$ cat src/sel_defs.svh
`ifndef SEL_DEFS_SVH
`define SEL_DEFS_SVH
// eeprom geometry
`define SEL_AW          6
`define SEL_DW          16
// strap value that selects the fixed defaults
`define SEL_STRAP_DFLT  3'h7
// station address words
`define SEL_SA_BASE     6'h20
`define SEL_SA_WORDS    2'h3
// serial opcodes (start bit included): read, write, write-enable
`define SEL_OP_READ     3'h6
`define SEL_OP_WRITE    3'h5
`define SEL_OP_EWEN     3'h4
`define SEL_EWEN_ADDR   6'h30
// serial frame: 3 command bits + 6 address + 16 data
`define SEL_FRAME_BITS  5'h19
`define SEL_CMD_BITS    5'h09
// timing
`define SEL_SK_NS       1000
`define SEL_CLK_NS      10
`define SEL_SK_HALF     ((`SEL_SK_NS / 2) / `SEL_CLK_NS)
`define SEL_WR_BUSY_NS  10000000
`define SEL_WR_BUSY_CYC (`SEL_WR_BUSY_NS / `SEL_CLK_NS)
// default register values
`define SEL_CFG_DFLT    16'h0000
`define SEL_BASE_DFLT   16'h0000
`define SEL_SA_DFLT     16'h0000
`endif

$ cat src/sel_pkg.sv
package sel_pkg;
  typedef struct packed {
    logic select;
    logic fetch;
    logic store;
  } sel_ctrl_t;

  typedef struct packed {
    logic cs;
    logic sk;
    logic di;
  } sel_serial_t;

  typedef enum logic [6:0] {
    SEL_IDLE  = 7'b0000001,
    SEL_PLAN  = 7'b0000010,
    SEL_SHIFT = 7'b0000100,
    SEL_GAP   = 7'b0001000,
    SEL_WAIT  = 7'b0010000,
    SEL_NEXT  = 7'b0100000,
    SEL_DONE  = 7'b1000000
  } sel_state_t;
endpackage : sel_pkg

$ cat src/sel_loader.sv
// Contract
// - reset loads setup, base, station address
// - setup at strap*4, base at plus one
// - station address always words 20h-22h
// - strap 7: fetch loads station address only, defaults kept; store still writes setup, base
// - eeprom is 64 whole 16-bit words
// - select 0 fetch loads setup/base/address
// - select 0 store writes setup, base
// - control bits never saved or loaded
// - select 1 fetch reads pointer word
// - select 1 store writes scratch word
// - triggers self-clear when access finishes
// - both triggers read high while busy
// - other bits locked while busy
// - no eeprom: no access, defaults kept
`timescale 1ns/1ps
`include "sel_defs.svh"
module sel_loader #(
  parameter int WR_BUSY_CYC = `SEL_WR_BUSY_CYC
) (
  // clock and reset
  input  wire logic                 clk_sys,
  input  wire logic                 sys_rst,
  // board pins
  input  wire logic [2:0]           eeprom_offset_straps,
  input  wire logic                 eeprom_present_pin,
  // host control
  input  wire logic                 ctrl_we,
  input  wire sel_pkg::sel_ctrl_t   ctrl_wdata,
  input  wire logic                 reg_we,
  input  wire logic [2:0]           reg_wsel,
  input  wire logic [15:0]          reg_wdata,
  output sel_pkg::sel_ctrl_t        control_reg,
  output logic                      busy,
  output logic [15:0]               cfg_reg,
  output logic [15:0]               base_reg,
  output logic [47:0]               station_addr,
  output logic [5:0]                pointer_reg,
  output logic [15:0]               scratch_reg,
  // serial eeprom
  output logic                      ee_cs,
  output logic                      ee_sk,
  output logic                      ee_di,
  input  wire logic                 ee_do
);
  import sel_pkg::*;

  localparam int HALF = (`SEL_SK_HALF < 1) ? 1 : `SEL_SK_HALF;

  // reg_wsel codes: 0 cfg, 1 base, 2..4 station address, 5 pointer, 6 scratch
  sel_state_t       st_q;
  logic [1:0]       strap_s1_q, strap_s2_q;
  logic [2:0]       strap_hi_q, strap_lo_q;
  logic [2:0]       pres_q;
  logic [1:0]       do_q;       // eeprom answer, two flops from the pin
  logic             boot_q;
  logic [2:0]       job_q;      // word step in current sequence
  logic             wr_q;       // current job writes
  logic             ewen_q;     // write-enable frame pending
  logic [24:0]      sh_q;
  logic [4:0]       bit_q;
  logic [4:0]       nbits_q;
  logic [15:0]      rd_q;
  logic [31:0]      tmr_q;
  logic             ph_q;
  logic [5:0]       addr_q;

  function automatic logic [5:0] setup_addr(input logic [2:0] s, input logic b);
    setup_addr = {1'b0, s, 1'b0, b};
  endfunction : setup_addr

  // straps pass two flops, presence pin three
  always_ff @(posedge clk_sys or posedge sys_rst) begin
    if (sys_rst) begin
      strap_hi_q <= 3'h0;
      strap_lo_q <= 3'h0;
      pres_q     <= 3'h0;
      do_q       <= 2'h0;
      strap_s1_q <= 2'h0;
      strap_s2_q <= 2'h0;
    end else begin
      strap_hi_q <= eeprom_offset_straps;
      strap_lo_q <= strap_hi_q;
      pres_q     <= {pres_q[1:0], eeprom_present_pin};
      do_q       <= {do_q[0], ee_do};
      strap_s1_q <= {strap_s1_q[0], 1'b1};
      strap_s2_q <= strap_s1_q;
    end
  end

  wire       present = pres_q[2];
  wire [2:0] strap   = strap_lo_q;
  wire       settled = strap_s2_q[1];
  wire       dflt    = (strap == `SEL_STRAP_DFLT);
  // sequence: job 0 setup, 1 base, 2..4 station address; select=1 uses one job
  wire       skip_cb = dflt & control_reg.fetch & ~control_reg.select;
  wire [2:0] last_job = control_reg.select ? 3'h0 : (wr_q ? 3'h1 : 3'h4);

  function automatic logic [5:0] job_addr(input logic [2:0] j);
    if (control_reg.select) job_addr = pointer_reg;
    else if (j < 3'h2)      job_addr = setup_addr(strap, j[0]);
    else                    job_addr = `SEL_SA_BASE + {3'h0, j} - 6'h2;
  endfunction : job_addr

  function automatic logic [15:0] job_wdata(input logic [2:0] j);
    if (control_reg.select) job_wdata = scratch_reg;
    else if (j[0])          job_wdata = base_reg;
    else                    job_wdata = cfg_reg;
  endfunction : job_wdata

  // sequencer
  always_ff @(posedge clk_sys or posedge sys_rst) begin
    if (sys_rst) begin
      st_q    <= SEL_IDLE;
      boot_q  <= 1'b1;
      job_q   <= 3'h0;
      wr_q    <= 1'b0;
      ewen_q  <= 1'b0;
      sh_q    <= 25'h0;
      bit_q   <= 5'h0;
      nbits_q <= 5'h0;
      rd_q    <= 16'h0;
      tmr_q   <= 32'h0;
      ph_q    <= 1'b0;
      addr_q  <= 6'h0;
      ee_cs   <= 1'b0;
      ee_sk   <= 1'b0;
      ee_di   <= 1'b0;
    end else begin
      unique case (st_q)
        SEL_IDLE: begin
          if (boot_q && settled) begin
            boot_q <= 1'b0;
            if (present) begin
              wr_q  <= 1'b0;
              job_q <= dflt ? 3'h2 : 3'h0;
              st_q  <= SEL_PLAN;
            end
          end else if (!boot_q && present && (control_reg.fetch || control_reg.store)) begin
            wr_q   <= control_reg.store & ~control_reg.fetch;
            ewen_q <= control_reg.store & ~control_reg.fetch;
            job_q  <= skip_cb ? 3'h2 : 3'h0;
            st_q   <= SEL_PLAN;
          end
        end
        SEL_PLAN: begin
          // one frame: cs high, start+op, 6-bit address, then 16 data bits for read and write (write-enable ends after the address)
          addr_q <= job_addr(job_q);
          if (ewen_q) begin
            sh_q    <= {`SEL_OP_EWEN, `SEL_EWEN_ADDR, 16'h0};
            nbits_q <= `SEL_CMD_BITS;
          end else if (wr_q) begin
            sh_q    <= {`SEL_OP_WRITE, job_addr(job_q), job_wdata(job_q)};
            nbits_q <= `SEL_FRAME_BITS;
          end else begin
            sh_q    <= {`SEL_OP_READ, job_addr(job_q), 16'h0};
            nbits_q <= `SEL_FRAME_BITS;
          end
          bit_q <= 5'h0;
          tmr_q <= 32'h0;
          ph_q  <= 1'b0;
          ee_cs <= 1'b1;
          ee_di <= 1'b0;
          st_q  <= SEL_SHIFT;
        end
        SEL_SHIFT: begin
          if (tmr_q == 32'(HALF - 1)) begin
            tmr_q <= 32'h0;
            ph_q  <= ~ph_q;
            if (!ph_q) begin
              ee_di <= sh_q[24];
              ee_sk <= 1'b0;
            end else begin
              // rising edge of sk; answer is two clocks late, so half period must exceed two
              ee_sk <= 1'b1;
              sh_q  <= {sh_q[23:0], 1'b0};
              rd_q  <= {rd_q[14:0], do_q[1]};
              bit_q <= bit_q + 5'h1;
              if (bit_q + 5'h1 == nbits_q) st_q <= SEL_GAP;
            end
          end else begin
            tmr_q <= tmr_q + 32'h1;
          end
        end
        SEL_GAP: begin
          // drop cs so the device starts its internal write cycle
          ee_cs <= 1'b0;
          ee_sk <= 1'b0;
          ee_di <= 1'b0;
          tmr_q <= 32'h0;
          st_q  <= (wr_q && !ewen_q) ? SEL_WAIT : SEL_NEXT;
        end
        SEL_WAIT: begin
          // fixed wait instead of polling ready; simpler, slower writes
          if (tmr_q >= 32'(WR_BUSY_CYC)) st_q <= SEL_NEXT;
          else tmr_q <= tmr_q + 32'h1;
        end
        SEL_NEXT: begin
          if (ewen_q) begin
            ewen_q <= 1'b0;
            st_q   <= SEL_PLAN;
          end else if (job_q == last_job) begin
            st_q <= SEL_DONE;
          end else begin
            job_q <= job_q + 3'h1;
            st_q  <= SEL_PLAN;
          end
        end
        SEL_DONE: st_q <= SEL_IDLE;
        default:  st_q <= SEL_IDLE;
      endcase
    end
  end

  wire rd_done = (st_q == SEL_NEXT) && !wr_q && !ewen_q;
  wire active  = (st_q != SEL_IDLE) || boot_q;
  // a request with no eeprom fitted ends at once so polling software cannot hang
  wire finish  = (st_q == SEL_DONE) || (boot_q && settled && !present) ||
                 (!boot_q && !present && st_q == SEL_IDLE &&
                  (control_reg.fetch || control_reg.store));

  // busy view, cleared on the same edge as the triggers
  always_ff @(posedge clk_sys or posedge sys_rst) begin
    if (sys_rst)     busy <= 1'b1;
    else if (finish) busy <= 1'b0;
    else             busy <= active;
  end

  // control register: triggers read high while busy, clear when done
  always_ff @(posedge clk_sys or posedge sys_rst) begin
    if (sys_rst) begin
      control_reg <= '{select: 1'b0, fetch: 1'b1, store: 1'b1};
    end else if (finish) begin
      control_reg.fetch <= 1'b0;
      control_reg.store <= 1'b0;
    end else if (active && st_q != SEL_IDLE) begin
      control_reg.fetch <= 1'b1;
      control_reg.store <= 1'b1;
    end else if (ctrl_we && !active) begin
      control_reg <= ctrl_wdata;
    end
  end

  // setup and address registers; eeprom loads only touch these, never control
  always_ff @(posedge clk_sys or posedge sys_rst) begin
    if (sys_rst) begin
      cfg_reg      <= `SEL_CFG_DFLT;
      base_reg     <= `SEL_BASE_DFLT;
      station_addr <= {3{`SEL_SA_DFLT}};
      pointer_reg  <= 6'h0;
      scratch_reg  <= 16'h0;
    end else if (rd_done) begin
      if (control_reg.select && !boot_q) scratch_reg <= rd_q;
      else unique case (job_q)
        3'h0: cfg_reg <= rd_q;
        3'h1: base_reg <= rd_q;
        3'h2: station_addr[15:0] <= rd_q;
        3'h3: station_addr[31:16] <= rd_q;
        3'h4: station_addr[47:32] <= rd_q;
        default: ;
      endcase
    end else if (reg_we && !active && !control_reg.fetch && !control_reg.store) begin
      unique case (reg_wsel)
        3'h0: cfg_reg <= reg_wdata;
        3'h1: base_reg <= reg_wdata;
        3'h2: station_addr[15:0] <= reg_wdata;
        3'h3: station_addr[31:16] <= reg_wdata;
        3'h4: station_addr[47:32] <= reg_wdata;
        3'h5: pointer_reg <= reg_wdata[5:0];
        3'h6: scratch_reg <= reg_wdata;
        default: ;
      endcase
    end
  end

  property p_busy_triggers;
    @(posedge clk_sys) disable iff (sys_rst)
      (st_q == SEL_SHIFT) |=> (control_reg.fetch && control_reg.store);
  endproperty
  a_busy_triggers: assert property (p_busy_triggers) else $error("triggers low while busy");

  property p_no_serial_absent;
    @(posedge clk_sys) disable iff (sys_rst)
      (!present && st_q == SEL_IDLE && !control_reg.fetch) |=> !ee_cs;
  endproperty
  a_no_serial_absent: assert property (p_no_serial_absent) else $error("access without eeprom");

  property p_done_clears;
    @(posedge clk_sys) disable iff (sys_rst)
      (st_q == SEL_DONE) |=> (!control_reg.fetch && !control_reg.store);
  endproperty
  a_done_clears: assert property (p_done_clears) else $error("triggers not cleared");

  property p_locked_regs;
    @(posedge clk_sys) disable iff (sys_rst)
      (active && !rd_done) |=> $stable(pointer_reg);
  endproperty
  a_locked_regs: assert property (p_locked_regs) else $error("register changed while busy");

  property p_sa_addr;
    @(posedge clk_sys) disable iff (sys_rst)
      (st_q == SEL_PLAN && !control_reg.select && job_q == 3'h2 && !ewen_q)
        |=> (addr_q == `SEL_SA_BASE);
  endproperty
  a_sa_addr: assert property (p_sa_addr) else $error("station address word wrong");

  property p_sa_last;
    @(posedge clk_sys) disable iff (sys_rst)
      (st_q == SEL_PLAN && !control_reg.select && job_q == 3'h4 && !ewen_q)
        |=> (addr_q == `SEL_SA_BASE + 6'h2);
  endproperty
  a_sa_last: assert property (p_sa_last) else $error("last station word wrong");

  property p_setup_addr;
    @(posedge clk_sys) disable iff (sys_rst)
      (st_q == SEL_PLAN && !control_reg.select && job_q == 3'h1 && !ewen_q)
        |=> (addr_q == {1'b0, strap, 2'h1});
  endproperty
  a_setup_addr: assert property (p_setup_addr) else $error("base word address wrong");

  property p_ewen_first;
    @(posedge clk_sys) disable iff (sys_rst)
      (st_q == SEL_IDLE && control_reg.store && !control_reg.fetch && present && !boot_q)
        |=> ewen_q;
  endproperty
  a_ewen_first: assert property (p_ewen_first) else $error("write without write-enable");

  property p_dflt_skip;
    @(posedge clk_sys) disable iff (sys_rst)
      (st_q == SEL_IDLE && boot_q && settled && present && dflt) |=> (job_q == 3'h2);
  endproperty
  a_dflt_skip: assert property (p_dflt_skip) else $error("strap 7 read setup words");

endmodule : sel_loader

$ cat config.mk
export PLATFORM = sky130hd
export DESIGN_NAME = sel_loader
export DESIGN_NICKNAME = d
export VERILOG_FILES = /design/src/sel_pkg.sv /design/src/sel_loader.sv
export VERILOG_INCLUDE_DIRS = /design/src
export SDC_FILE = /design/constraint.sdc
export NUM_CORES = 1
export LEC_CHECK = 0
export BUFFER_PORTS_ARGS = -buffer_cell sky130_fd_sc_hd__buf_2
export CAP_MARGIN = 20
export CORE_MARGIN = 3
export CORE_UTILIZATION = 62
export DETAILED_ROUTE_END_ITERATION = 10
export GPL_TIMING_DRIVEN = 1
export PLACE_DENSITY_LB_ADDON = 0.12
export SLEW_MARGIN = 10
export SYNTH_ARGS = -nofsm -noshare
export SYNTH_HDL_FRONTEND = slang
export SYNTH_SLANG_ARGS = --single-unit
$ cat constraint.sdc
create_clock -name clk_sys -period 17.65 [get_ports clk_sys]
set_input_delay 5.295 -clock clk_sys [delete_from_list [all_inputs] [get_ports clk_sys]]
set_output_delay 5.295 -clock clk_sys [all_outputs]
set_load 0.03 [all_outputs]
# ---- After elaboration in Yosys (flattened, before gate mapping)
# Cells that the tools add are included.
# Widths: inputs -> output; s select.
dict set report classes {
  add_sub_neg 5
  n_mul 0
  n_div 0
  n_lt_le_gt_ge 2
  eq_ne 42
  shift 0
  n_mux 78
  n_bitwise 9
  n_reduce_logical 64
}
# op count
set op_table {}
lappend op_table {{$mux 16} 22}
lappend op_table {{$mux 48} 3}
lappend op_table {{$pmux 32 s3} 1}
lappend op_table {{$mux 32} 2}
lappend op_table {{$mux 7} 9}
lappend op_table {{$mux 25} 2}
lappend op_table {{$pmux 25 s2} 1}
lappend op_table {{$mux 24} 2}
lappend op_table {{$pmux 7 s6} 1}
lappend op_table {{$add 32x1->32 const B} 1}
lappend op_table {{$eq 32x6->1 const B} 1}
lappend op_table {{$ge 32x20->1 const B} 1}
lappend op_table {{$reduce_bool 2->1} 13}
lappend op_table {{$ne 2x2->1 const B} 12}
lappend op_table {{$reduce_and 3->1} 8}
lappend op_table {{$mux 3} 7}
lappend op_table {{$reduce_and 4->1} 5}
lappend op_table {{$mux 6} 3}
lappend op_table {{$logic_and 1x1->1} 16}
lappend op_table {{$eq 3x3->1 const B} 5}
lappend op_table {{$mux 5} 3}
lappend op_table {{$eq 3x2->1 const B} 4}
lappend op_table {{$ne 2x1->1 const B} 6}
lappend op_table {{$mux 1} 10}
lappend op_table {{other kinds (31)} 62}
dict set report totals {
  reg_bits 221
  latch_bits 0
  ramBits 0
  rom_bits 0
  inputBits 31
  output_inout_bits 109
  elab_cells 231
  mem_count 0
}

# ---- Logic depth before layout (Yosys ltp)
dict set report depth {
  word_depth 8
  depth_mapped 10
  mapped_depth_nobuf 7
}

# ---- Worst setup path before layout
# No wires, ideal clock.
dict set report synth_path {
  path_kind {input to register}
  start {input port reg_we}
  end {register station_addr[16]}
  setup_time_ns 0.125
  arrival_time_ns 6.639
  required_time_ns 17.525
  setup_slack_ns 10.886
  stages 5
  path_buffers 1
  path_cell_list {nand2_1 -> nor4_2 -> a32oi_1 -> clkbuf_1 -> mux2_2}
}
dict set report synth_via {
  elab_chain_len 5
}
# element line_no
set synth_rtl {}
lappend synth_rtl {{start: declaration} sel_loader.sv:30} ;# input wire logic reg_we,
lappend synth_rtl {{$logic_and 1x1->1 (3 in a row)} sel_loader.sv:262} ;# end else if (reg_we && !active && !control_reg.fetch && !control_reg.store) begin
lappend synth_rtl {{$reduce_bool 2->1 (no source line)} n/a}
lappend synth_rtl {{$reduce_and 4->1 (no source line)} n/a}
lappend synth_rtl {{end signal: assignment} sel_loader.sv:249} ;# station_addr <= {3{`SEL_SA_DFLT}};
lappend synth_rtl {{end signal: assignment} sel_loader.sv:258} ;# 3'h3: station_addr[31:16] <= rd_q;
lappend synth_rtl {{end signal: assignment} sel_loader.sv:267} ;# 3'h3: station_addr[31:16] <= reg_wdata;
lappend synth_rtl {{end: declaration} sel_loader.sv:37} ;# output logic [47:0] station_addr,
# Every way passes these cells.
# A chain may end at the register's enable or synchronous reset.

# ---- Worst setup path in the final report
dict set report layout_path {
  start {input port reg_wsel[2]}
  end {register station_addr[44]}
}
dict set report layout_via {
  elab_chain_len 3
}
# element line_no
set layout_rtl {}
lappend layout_rtl {{start: declaration} sel_loader.sv:31} ;# input wire logic [2:0] reg_wsel,
lappend layout_rtl {{$eq 3x3->1} sel_loader.sv:263} ;# unique case (reg_wsel)
lappend layout_rtl {{$reduce_bool 2->1 (no source line)} n/a}
lappend layout_rtl {{$reduce_and 4->1 (no source line)} n/a}
lappend layout_rtl {{end signal: assignment} sel_loader.sv:249}
lappend layout_rtl {{end signal: assignment} sel_loader.sv:259} ;# 3'h4: station_addr[47:32] <= rd_q;
lappend layout_rtl {{end signal: assignment} sel_loader.sv:268} ;# 3'h4: station_addr[47:32] <= reg_wdata;
# Every way passes these cells.

==> results.ini <==
[sta]
slew-limit-headroom_pct=30.0
finalCriticalPeriod_ps=6870
min_period_over_period_pct=38.9
tns_ps=0
tightest_slew_ps=1050
skew_ps=6.88
setup_viol=0
fin_ws_ps=10780
rsz0062_at_grt=false
fmax_mhz=146
hold_viol=0
slew_violations=0

[cells_and_area]
syn2layout_area_growth_pct=15.1
nets=1098
most-common-layout-cells=dfrtp_1, buf_2, mux2_2
utilization_pct=73.8
drive_above_1_share_pct=30.8
largest_register=station_addr
regArea_um2=5440
reg_top3=station_addr (48), tmr_q (32), sh_q (25)
multi_input_area_um2=4570
layout_commonest_cell=dfrtp_1
diodes=0
largest_reg_flops=48
fillers=1130

[setup_path]
cp-startpoint=reg_wsel[2]
arrival_ps=7270
reg2reg_from=st_q[2]
crit_type=in -> reg
startpoint_type=input pin
path_max_fanout=16
cp-end-kind=flop
worstPathRequired_ps=18050

[drt]
viasPerCell=6.13
wl_per_cell_um=18.9
dr.pass1.iters=5
first_iter_violations=863
vias=7887
wl_um=24300
ant_nets=0
drc=0

[floorplan]
rows=46
die_h_um=135
io_pins=140
core_area_um2=16100
initial_core_util_pct=64.1
die_area_um2=18300
die_w_um=135

[yosys]
netlist.area_leader.share_pct=51.3
avgSynthCellArea_um2=11.0
synth_top_family_by_area=multiplexers
synth_nets=978
seq_area_frac_synth_pct=52.6
synth_edf_count=0
async_reset_ff_share_pct=100
ys.flop_type=dfrtp_1
synth_compound_area_share_pct=11.6
synthMuxAreaShare_pct=16.0
yosys.area.top_type=dfrtp_1
ys_warn_count=0
synth_cell_type_count=67
synthXorXnorAreaFrac_pct=0.508
ys_seq_elements=217
syn-cell-area_um2=10300
synth.area.top_cells=dfrtp_1, mux2_2, nand2_1
synthCells=936
synthSimpleGateAreaFrac_pct=14.6
synth_adder_area_share_pct=1.33

[clock_tree]
clkSinkCount=217
clockRootBuffer=clkbuf_16
cts_resized=0
cts_tree=yes
clk_pin_slew_ps=60
cts_buffer_depth=3
h-tree-depth=1
numCtsBuffers=22
hold_buffers=0
clock_latency_ps=520
post_cts_buffers=0

[power]
power_density_nw_per_um2=140
cellLeakagePower_nw=5.72
ir_worst_vdd_mv=0.128

[placement]
numPortBuffers=139
routabilityCongestion=0.847
dp_worst_setup_slack_ps=10280
dp_hpwl_um=16100

[global_routing]
overflow=0
antenna_found_initial=0
grt_pass1_wl_um=39900
grt_pass1_vias=7676
grt_max_degree=139
track_usage_pct=26.6

[flow_run]
maxCapViolCount=0

[worst_hold_path]
hold_path.class=reg -> reg
hp-start=pres_q[0]

[run_status]
status=finished, final reports clean

==> final cells by class <==
type / instances / area share (%)
flip-flops and latches: 217 / 45.7
clock inverters: 6 / 0.673
multi-input cells: 636 / 38.4
well taps: 216 / 2.27
clock buffers: 32 / 5.28
inverters: 24 / 0.820
repair buffers: 155 / 6.83
==> critical path: stages <==
cell    delay (ps)
buf_2          100
inv_1           40
nor4_1         560
a32o_1         830
mux2_2         420
==> power by group <==
part / internal, mW / switching (mW)
registers: 0.599 / 0.0805
clock network: 0.263 / 0.194
logic: 0.179 / 0.355
total: 1.04 / 0.629
==> synth_stat cells (3+ instances only) <==
master       n
o21ai_0     52
a32o_1       3
a21o_1       5
nor3_1      28
mux2i_1     29
nor4_2       3
dfrtp_1    212
nand4_1     13
a32oi_1      4
nor4b_1      3
inv_1       23
or2_2        5
and3_1       8
nor2b_1      8
a22o_1      10
nor4_1      15
o31ai_1     17
nand3_1     43
buf_1        4
xnor2_1      4
o32ai_1      4
a21oi_1     24
mux2_2     121
nand3b_1     8
nand2_1     90
or4_1       12
dfstp_2      5
or3_1        7
buf_2       22
a21boi_0     3
a211oi_1     4
nand2b_1     4
a22oi_1     15
a221o_1      3
o211ai_1     4
o2bb2ai_1    7
clkbuf_1    33
a31oi_1      7
nor2_1      31
ha_1        11
==> logic make-up (layout without fill, tap and decap cells) <==
kind of cell             count (synthesis)  after routing
AND/OR/NAND/NOR                        290            290
flip-flops                             217            217
XOR/XNOR                                 6              6
buffers and inverters                   83            217
multiplexers                           150            150
adder cells (fa/ha/maj)                 11             11
other                                    1              1
AO/OA/AOI/OAI                          178            178
==> per-layer routing <==
layer  vias to the layer above  GRT usage (%)  part of all wire (%)
met5                         -              0                     0
met4                         0           6.10                   2.2
met3                        40           6.56                   7.2
met2                       259           41.6                    46
met1                      3904           38.3                    44
li1                       3684              -                     -
==> worst paths after layout <==
check / end / slack, ps / cells after the start
max: station_addr[44] / 10780 / 5
min: pres_q[1] / 340 / 0
max reg2reg: station_addr[15] / 14020 / 5
min reg2reg: pres_q[1] / 340 / 0
max in group asynchronous: base_reg[14] / 11100 / 3
min in group asynchronous: pres_q[2] / 5000 / 2
==> per-stage QoR <==
stage,total power [mW],hold WS [ps],cell area (um^2),instances
final,1.67,342,11900,1286
after global placement,1.20,332,11200,1247
after floorplan,1.05,331,10300,936
after CTS,1.68,347,11900,1285
after global routing,1.75,364,11900,1286
after detailed placement,1.22,336,11200,1247
(Power assumes the default switching activity.)
